--- src/verilog/swd_cfg.svh ---
// constants for the write command block decoder
// What this block does
// - six-byte write: 0Ah, 21-bit address, byte length
// - ten-byte write: 2Ah, address 2-5, length 7-8
// - twelve-byte write: AAh, address 2-5, length 6-9
// - hint bit gives blocks lowest cache priority
// - forced write: commit to media before Good
// - no forced write: Good may precede media
// - zero length seeks only, still Good
// - six-byte write with protection generates guard
// - type 1: reference tag is address low
// - type 2: reference tag is FFFFFFFh
// - owner flag set: application tag FFFFh
// - unformatted media, nonzero check code: illegal
// - code 000b: device generates protection fields
// - code 001b: check guard and reference
// - code 010b: check reference only
// - 011b checks nothing, 100b guard only
// - codes 101b-111b reserved, illegal request
// - failed protection check: aborted, field code
`ifndef SWD_CFG_SVH
`define SWD_CFG_SVH
`define SWD_OP_W6        8'h0A
`define SWD_OP_W10       8'h2A
`define SWD_OP_W12       8'hAA
`define SWD_LEN_W6       4'h6
`define SWD_LEN_W10      4'hA
`define SWD_LEN_W12      4'hC
`define SWD_HINT_BIT     4
`define SWD_FORCE_BIT    3
`define SWD_PTYPE_1      3'h0
`define SWD_PTYPE_2      3'h1
`define SWD_REF_TYPE2    32'h0FFFFFFF
`define SWD_APP_OWNED    16'hFFFF
`define SWD_APP_FREE     16'h0000
`define SWD_CHK_NONE_TX  3'h0
`define SWD_CHK_ALL      3'h1
`define SWD_CHK_REF      3'h2
`define SWD_CHK_OFF      3'h3
`define SWD_CHK_GUARD    3'h4
`define SWD_SK_GOOD      4'h0
`define SWD_SK_ILLEGAL   4'h5
`define SWD_SK_ABORTED   4'hB
`define SWD_ASC_NONE     8'h00
`define SWD_ASC_BAD_OP   8'h20
`define SWD_ASC_BAD_FLD  8'h24
`define SWD_ASC_PI       8'h10
`define SWD_ASCQ_NONE    8'h00
`define SWD_ASCQ_GUARD   8'h01
`define SWD_ASCQ_APP     8'h02
`define SWD_ASCQ_REF     8'h03
`define SWD_ADDR_CTRL    8'h00
`define SWD_ADDR_STAT    8'h04
`define SWD_ADDR_LBA     8'h08
`define SWD_ADDR_LEN     8'h0C
`define SWD_CTRL_PIEN    0
`define SWD_CTRL_PT_LO   1
`define SWD_CTRL_PT_HI   3
`define SWD_CTRL_ATO     4
`define SWD_CTRL_RESET   32'h00000000
`endif

--- src/verilog/swd_pkg.sv ---
// types shared by the write command block decoder
`default_nettype none
package swd_pkg;
  // one byte of a command block from the initiator
  typedef struct packed {
    logic       valid;
    logic [7:0] data;
  } swd_cdb_byte_t;

  // decoded command handed to the media and cache path
  typedef struct packed {
    logic [31:0] lba;
    logic [31:0] blocks;
    logic        low_retention;
    logic        forced_write;
    logic        gen_pi;
    logic        ref_incr;
    logic [31:0] ref_tag;
    logic [15:0] app_tag;
    logic        chk_guard;
    logic        chk_ref;
    logic        chk_app;
  } swd_cmd_t;

  // completion report from the media and cache path
  typedef struct packed {
    logic xfer_done;
    logic committed;
    logic guard_err;
    logic ref_err;
    logic app_err;
  } swd_media_t;

  // final status toward the initiator
  typedef struct packed {
    logic       valid;
    logic       check_cond;
    logic [3:0] sense_key;
    logic [7:0] asc;
    logic [7:0] ascq;
  } swd_status_t;

  typedef enum logic [2:0] {
    SWD_IDLE, SWD_COLLECT, SWD_DECODE, SWD_ISSUE, SWD_WAIT_XFER, SWD_WAIT_COMMIT, SWD_REPORT
  } swd_state_t;
endpackage : swd_pkg
`default_nettype wire

--- src/verilog/swd_decoder.sv ---
// write command block decoder with protection mode selection and sense reporting
`include "swd_cfg.svh"
`timescale 1ns/1ps
`default_nettype none
module swd_decoder
(
  input  wire logic                 i_clk,
  input  wire logic                 i_reset,
  input  wire swd_pkg::swd_cdb_byte_t i_cdb,
  output var  logic                 o_cdb_ready,
  output var  logic                 o_cmd_valid,
  output var  swd_pkg::swd_cmd_t    o_cmd,
  input  wire logic                 i_cmd_ready,
  input  wire swd_pkg::swd_media_t  i_media,
  output var  swd_pkg::swd_status_t o_status,
  input  wire logic [7:0]           i_addr,
  input  wire logic [31:0]          i_wdata,
  input  wire logic                 i_wr,
  input  wire logic                 i_rd,
  output var  logic [31:0]          o_rdata
);
  import swd_pkg::*;

  swd_state_t  state_reg;
  logic [7:0]  cdb_reg [0:11];
  logic [3:0]  count_reg;
  logic [3:0]  need_reg;
  logic [31:0] ctrl_reg;
  swd_cmd_t    cmd_next;
  swd_status_t fail_next;
  logic        fail_hit;
  logic [2:0]  chk_code;
  logic        pi_format_enabled;
  logic [2:0]  pi_type;
  logic        app_tag_owner_flag;
  logic [7:0]  opcode;

  assign pi_format_enabled  = ctrl_reg[`SWD_CTRL_PIEN];
  assign pi_type            = ctrl_reg[`SWD_CTRL_PT_HI:`SWD_CTRL_PT_LO];
  assign app_tag_owner_flag = ctrl_reg[`SWD_CTRL_ATO];
  assign opcode             = cdb_reg[0];

  // software control word: protection format and tag ownership
  always_ff @(posedge i_clk or posedge i_reset)
  begin
    if (i_reset)
      ctrl_reg <= `SWD_CTRL_RESET;
    else if (i_wr && i_addr == `SWD_ADDR_CTRL)
      ctrl_reg <= i_wdata;
  end

  // read port: data stand in the cycle after the strobe, unmapped reads zero
  always_ff @(posedge i_clk or posedge i_reset)
  begin
    if (i_reset)
      o_rdata <= 32'h00000000;
    else if (i_rd)
    begin
      if (i_addr == `SWD_ADDR_CTRL)
        o_rdata <= ctrl_reg;
      else if (i_addr == `SWD_ADDR_STAT)
        o_rdata <= {5'h00, state_reg, o_status.ascq, o_status.asc, 3'h0, o_status.check_cond, o_status.sense_key};
      else if (i_addr == `SWD_ADDR_LBA)
        o_rdata <= o_cmd.lba;
      else if (i_addr == `SWD_ADDR_LEN)
        o_rdata <= o_cmd.blocks;
      else
        o_rdata <= 32'h00000000;
    end
  end

  // combinational decode of the collected block
  always_comb
  begin
    cmd_next  = '0;
    fail_next = '0;
    fail_hit  = 1'b0;
    chk_code  = cdb_reg[1][7:5];
    if (opcode == `SWD_OP_W6)
    begin
      chk_code       = `SWD_CHK_NONE_TX;
      cmd_next.lba    = {11'h000, cdb_reg[1][4:0], cdb_reg[2], cdb_reg[3]};
      cmd_next.blocks = {24'h000000, cdb_reg[4]};
    end
    else if (opcode == `SWD_OP_W10)
    begin
      cmd_next.lba    = {cdb_reg[2], cdb_reg[3], cdb_reg[4], cdb_reg[5]};
      cmd_next.blocks = {16'h0000, cdb_reg[7], cdb_reg[8]};
    end
    else
    begin
      cmd_next.lba    = {cdb_reg[2], cdb_reg[3], cdb_reg[4], cdb_reg[5]};
      cmd_next.blocks = {cdb_reg[6], cdb_reg[7], cdb_reg[8], cdb_reg[9]};
    end
    // the six-byte form has no flag bits; its byte 1 holds address bits
    if (opcode != `SWD_OP_W6)
    begin
      cmd_next.low_retention = cdb_reg[1][`SWD_HINT_BIT];
      cmd_next.forced_write  = cdb_reg[1][`SWD_FORCE_BIT];
    end
    // protection handling by check code; application tag checks only exist on 32-byte writes
    cmd_next.chk_app = 1'b0;
    if (chk_code == `SWD_CHK_NONE_TX)
      cmd_next.gen_pi = pi_format_enabled;
    else if (chk_code == `SWD_CHK_ALL)
    begin
      cmd_next.chk_guard = 1'b1;
      cmd_next.chk_ref   = 1'b1;
    end
    else if (chk_code == `SWD_CHK_REF)
      cmd_next.chk_ref = 1'b1;
    else if (chk_code == `SWD_CHK_GUARD)
      cmd_next.chk_guard = 1'b1;
    // code 011b leaves every check off
    if (pi_type == `SWD_PTYPE_2)
      cmd_next.ref_tag = `SWD_REF_TYPE2;
    else
    begin
      cmd_next.ref_tag  = cmd_next.lba;
      cmd_next.ref_incr = 1'b1;
    end
    cmd_next.app_tag = app_tag_owner_flag ? `SWD_APP_OWNED : `SWD_APP_FREE;
    // illegal field cases: unformatted media with nonzero code, or a reserved code
    if ((!pi_format_enabled && chk_code != `SWD_CHK_NONE_TX) || chk_code > `SWD_CHK_GUARD)
    begin
      fail_hit             = 1'b1;
      fail_next.check_cond = 1'b1;
      fail_next.sense_key  = `SWD_SK_ILLEGAL;
      fail_next.asc        = `SWD_ASC_BAD_FLD;
    end
  end

  // byte count expected for the opcode in the first byte
  function automatic logic [3:0] swd_cdb_len(input logic [7:0] op);
    if (op == `SWD_OP_W6)
      swd_cdb_len = `SWD_LEN_W6;
    else if (op == `SWD_OP_W10)
      swd_cdb_len = `SWD_LEN_W10;
    else if (op == `SWD_OP_W12)
      swd_cdb_len = `SWD_LEN_W12;
    else
      swd_cdb_len = 4'h1;
  endfunction : swd_cdb_len

  // command byte capture; extra bytes are refused by dropping ready
  always_ff @(posedge i_clk)
  begin
    if (o_cdb_ready && i_cdb.valid)
      cdb_reg[count_reg] <= i_cdb.data;
  end

  // sequencer: collect, decode, hand to media path, wait, report
  always_ff @(posedge i_clk or posedge i_reset)
  begin
    if (i_reset)
    begin
      state_reg   <= SWD_IDLE;
      count_reg   <= 4'h0;
      need_reg    <= 4'h1;
      o_cdb_ready <= 1'b1;
      o_cmd_valid <= 1'b0;
      o_cmd       <= '0;
      o_status    <= '0;
    end
    else
    begin
      o_status.valid <= 1'b0;
      case (state_reg)
        SWD_IDLE:
        begin
          if (i_cdb.valid)
          begin
            need_reg  <= swd_cdb_len(i_cdb.data);
            count_reg <= 4'h1;
            if (swd_cdb_len(i_cdb.data) == 4'h1)
            begin
              o_cdb_ready <= 1'b0;
              state_reg   <= SWD_DECODE;
            end
            else
              state_reg <= SWD_COLLECT;
          end
        end
        SWD_COLLECT:
        begin
          if (i_cdb.valid)
          begin
            count_reg <= count_reg + 4'h1;
            if (count_reg + 4'h1 == need_reg)
            begin
              o_cdb_ready <= 1'b0;
              state_reg   <= SWD_DECODE;
            end
          end
        end
        SWD_DECODE:
        begin
          o_status <= '0;
          if (need_reg == 4'h1)
          begin
            // unknown opcode: not a write this block handles
            o_status.check_cond <= 1'b1;
            o_status.sense_key  <= `SWD_SK_ILLEGAL;
            o_status.asc        <= `SWD_ASC_BAD_OP;
            state_reg           <= SWD_REPORT;
          end
          else if (fail_hit)
          begin
            o_status  <= fail_next;
            state_reg <= SWD_REPORT;
          end
          else
          begin
            // zero length still issues so the seek happens
            o_cmd       <= cmd_next;
            o_cmd_valid <= 1'b1;
            state_reg   <= SWD_ISSUE;
          end
        end
        SWD_ISSUE:
        begin
          if (i_cmd_ready)
          begin
            o_cmd_valid <= 1'b0;
            state_reg   <= SWD_WAIT_XFER;
          end
        end
        SWD_WAIT_XFER:
        begin
          if (i_media.xfer_done)
          begin
            if (i_media.guard_err || i_media.ref_err || i_media.app_err)
            begin
              o_status.check_cond <= 1'b1;
              o_status.sense_key  <= `SWD_SK_ABORTED;
              o_status.asc        <= `SWD_ASC_PI;
              if (i_media.guard_err)
                o_status.ascq <= `SWD_ASCQ_GUARD;
              else if (i_media.app_err)
                o_status.ascq <= `SWD_ASCQ_APP;
              else
                o_status.ascq <= `SWD_ASCQ_REF;
              state_reg <= SWD_REPORT;
            end
            else if (o_cmd.forced_write && !i_media.committed)
              state_reg <= SWD_WAIT_COMMIT;
            else
              state_reg <= SWD_REPORT;
          end
        end
        SWD_WAIT_COMMIT:
        begin
          // good status held back until the media owns the data
          if (i_media.committed)
            state_reg <= SWD_REPORT;
        end
        SWD_REPORT:
        begin
          o_status.valid <= 1'b1;
          o_cdb_ready    <= 1'b1;
          count_reg      <= 4'h0;
          state_reg      <= SWD_IDLE;
        end
        default:
          state_reg <= SWD_IDLE;
      endcase
    end
  end
endmodule : swd_decoder
`default_nettype wire

--- config.mk ---
export PLATFORM = sky130hd
export DESIGN_NAME = swd_decoder
export DESIGN_NICKNAME = d
export VERILOG_FILES = /design/src/verilog/swd_pkg.sv /design/src/verilog/swd_decoder.sv
export VERILOG_INCLUDE_DIRS = /design/src /design/src/verilog
export SDC_FILE = /design/constraint.sdc
export NUM_CORES = 1
export LEC_CHECK = 0
export BUFFER_PORTS_ARGS = -buffer_cell sky130_fd_sc_hd__clkbuf_2
export CAP_MARGIN = 30
export CORE_MARGIN = 2
export CORE_UTILIZATION = 54
export DETAILED_ROUTE_END_ITERATION = 7
export HOLD_SLACK_MARGIN = 0.15
export PLACE_DENSITY = 0.8
export REMOVE_ABC_BUFFERS = 1
export SYNTH_ARGS = -nofsm -noshare
export SYNTH_HDL_FRONTEND = slang
export SYNTH_SLANG_ARGS = --single-unit
--- constraint.sdc ---
create_clock -name i_clk -period 7 [get_ports i_clk]
set_input_delay 0.35 -clock i_clk [delete_from_list [all_inputs] [get_ports i_clk]]
set_output_delay 0.35 -clock i_clk [all_outputs]
set_load 0.02 [all_outputs]
==> run metrics <==
delay-heaviest family, CP simple AND/OR/NAND/NOR gates; RePlAce Congestion 0.917; synthesized area per cell 11.2 um^2; Synth async-reset ratio 70.0%; post-DP HPWL 18900 um; area delta synth->final 20.5%; Clock Path Buffers 3; H-tree levels 1; clock-pin slew on the worst setup and hold paths 0.06 ns; CP bufs+invs 1; most common cell in the netlist dfrtp_1; max reg flops between 100 and 150; Pleak 0.00634 uW; count of flip-flops with a built-in enable after synthesis 80; antenna viol nets, final 0; Worst path max stage delay 0.98 ns; clock sink count 267; setup violators final 0; Root Buffer clkbuf_16; Setup Buffers After CTS 0; Hold Path Sink state_reg[1]$_DFFE_PP0P_; post-DR wirelength/cell 19.2 um; Tmin final 3.36 ns; antenna fix cells 0; CTS tree built; r2r setup slk 3.64 ns; Synth Flop Type dfrtp_1; peak supply drop about 0.17 mV; CTS buffer count 27; DRC viols 0; die height around 150 um; global-route wire length before repair 45100 um; WP data arrival 3.79 ns; Max Clock Freq 298 MHz; class of the worst hold path input pin to flop; DIE AREA 22400 um^2; final period utilization 48.0%; 1st-iter DRT viols 588; setup TNS 0 ns; drt pass-1 iters 5; Port-buffer cells 221; worst-path cell chain and3b_2 > o21a_2 > buf_4 > nor2_1 > a31oi_1; Worst R2R Start cdb_reg[0][5]$_DFFE_PP_; ranking of synthesized cells by area dfrtp_1 (40%), edfxtp_1 (21%), mux2i_1 (4.9%), nand2_1 (4.7%), o21ai_0 (4.0%); Ports approximately 230; final wirelength about 30000 um; skew final 0.0114 ns; Ys Warns 0; Tot GR Track Use 25.9%; largest net degree at the start of global routing 118; Worst Hold Launch i_cmd_ready; Layout Nets around 1300; CP Launch Type flop; commonest cells in the netlist dfrtp_1 (185), nand2_1 (143), o21ai_0 (91); Final Hold Vio Count 0; worst hold margin 0.158 ns; Core Region 20900 um^2; vias per cell 5.64; Starting Density 54.8%; Cells after Synth just over 1000; PD cells 373 nW/um^2; relative slew slack 35.9%; Synth area leader dfrtp_1; outcome finished, final reports clean; initial antenna violation count 0; share of cells above drive strength 1 23.7%; Core Rows 53; Final Max Slew Viols 0; crit end category flop; vias in the first global route 8381; hold depth 4; Worst Max-Slew Pin Slew 0.958 ns; die width 150 um; RR Endpoint o_cmd[43]$_DFFE_PP0P_; Seq/Total Area, Yosys 61.9%; GRT overflow 0; # Max-Cap Violations 0; Distinct cells, synth 54; CTS resizes 0; mapped cell area 11400 um^2; number of synthesized register bits 267; via count 8607; Setup CP Type flop to flop; slowest CP cell and3b_2; Pwr Total between 5000 and 6000 uW; Synth top area share 40.5%; Worst Path Required 7.42 ns; Worst Path Max Fanout between 40 and 50; Clock Latency Late Sink 0.53 ns; reg2reg path depth 5; setup repair after global routing missed its margin false; Hold-fix buffers, CTS 33
[cell usage in the layout (no fill, tap or decap), drive strengths merged, types with 19 or more instances in the layout]
cell,netlist,layout
a21oi,55,55
a31oi,29,29
clkbuf,40,256
dfrtp,185,185
dlygate4sd3,0,33
edfxtp,80,80
inv,36,37
mux2,34,34
mux2i,56,56
nand2,143,143
nand3,29,29
nor2,86,86
o21ai,92,92
o22ai,19,19
[layer usage]
metal  share of wire, %  global-route usage, %  up-vias
met5                  0                      0        -
met1                 40                   34.4     4223
met3                8.4                   5.15       48
met4                2.5                   8.71        0
li1                   -                      -     3945
met2                 49                   43.0      391
[stage by stage]
| stage | instances | setup WS, ns | utilization (%) | instance area, um^2 |
|---|---|---|---|---|
| detailed placement | 1443 | 3.77 | 60.0 | 12500 |
| finish | 1526 | 3.64 | 66.0 | 13800 |
| floorplan | 935 | 0.931 | - | 11000 |
| global placement | 1442 | 3.96 | 60.0 | 12500 |
| CTS | 1525 | 3.70 | 65.8 | 13800 |
| global route | 1526 | 3.52 | 66.0 | 13800 |
[worst min-delay path: cells and delay by family]
kind / cells / cell delay (ns)
and+or+nand+nor: 1 / 0.07
buffers and inverters: 2 / 0.13
AOI/OAI and AO/OA: 1 / 0.08
[kinds of logic after synthesis]
group / Yosys count / synth area share (%)
simple gates: 298 / 11.4
other cells: 1 / 0.0328
buf+inv: 133 / 5.78
xor+xnor: 8 / 0.613
flops: 267 / 61.9
fa+ha+maj: 4 / 0.438
compound gates: 214 / 10.4
mux: 96 / 9.43
[report_power, final]
part / switching, uW / leakage, uW / total, uW / internal (uW)
Sequential: 331 / 0.00313 / 2290 / 1950
Clock: 584 / 0.000443 / 1440 / 859
Combinational: 933 / 0.00276 / 1420 / 483
Total: 1850 / 0.00634 / 5140 / 3300
[worst max path at each step]
stage	startpoint	end	slack (ns)	cells past startpoint
after floorplan	cdb_reg[0][5]$_DFFE_PP_	state_reg[0]$_DFFE_PP0P_	0.93	4
after global placement	cdb_reg[0][5]$_DFFE_PP_	o_cmd[32]$_DFFE_PP0P_	3.96	4
after detailed placement	cdb_reg[0][5]$_DFFE_PP_	o_cmd[29]$_DFFE_PP0P_	3.77	5
after CTS	cdb_reg[0][5]$_DFFE_PP_	o_cmd[43]$_DFFE_PP0P_	3.70	5
after global routing	state_reg[1]$_DFFE_PP0P_	o_cmd[43]$_DFFE_PP0P_	3.52	6
final	cdb_reg[0][5]$_DFFE_PP_	o_cmd[43]$_DFFE_PP0P_	3.64	5
[layout make-up]
cell class	instances	area [um^2]
sequential	267	7080
clock buffer	35	746
tap	275	344
inverter	36	143
clock inverter	14	144
fill	1549	7110
multi-input combinational	632	3760
timing repair buffer	267	1550
No activity file was read; power rests on OpenSTA's default activity.
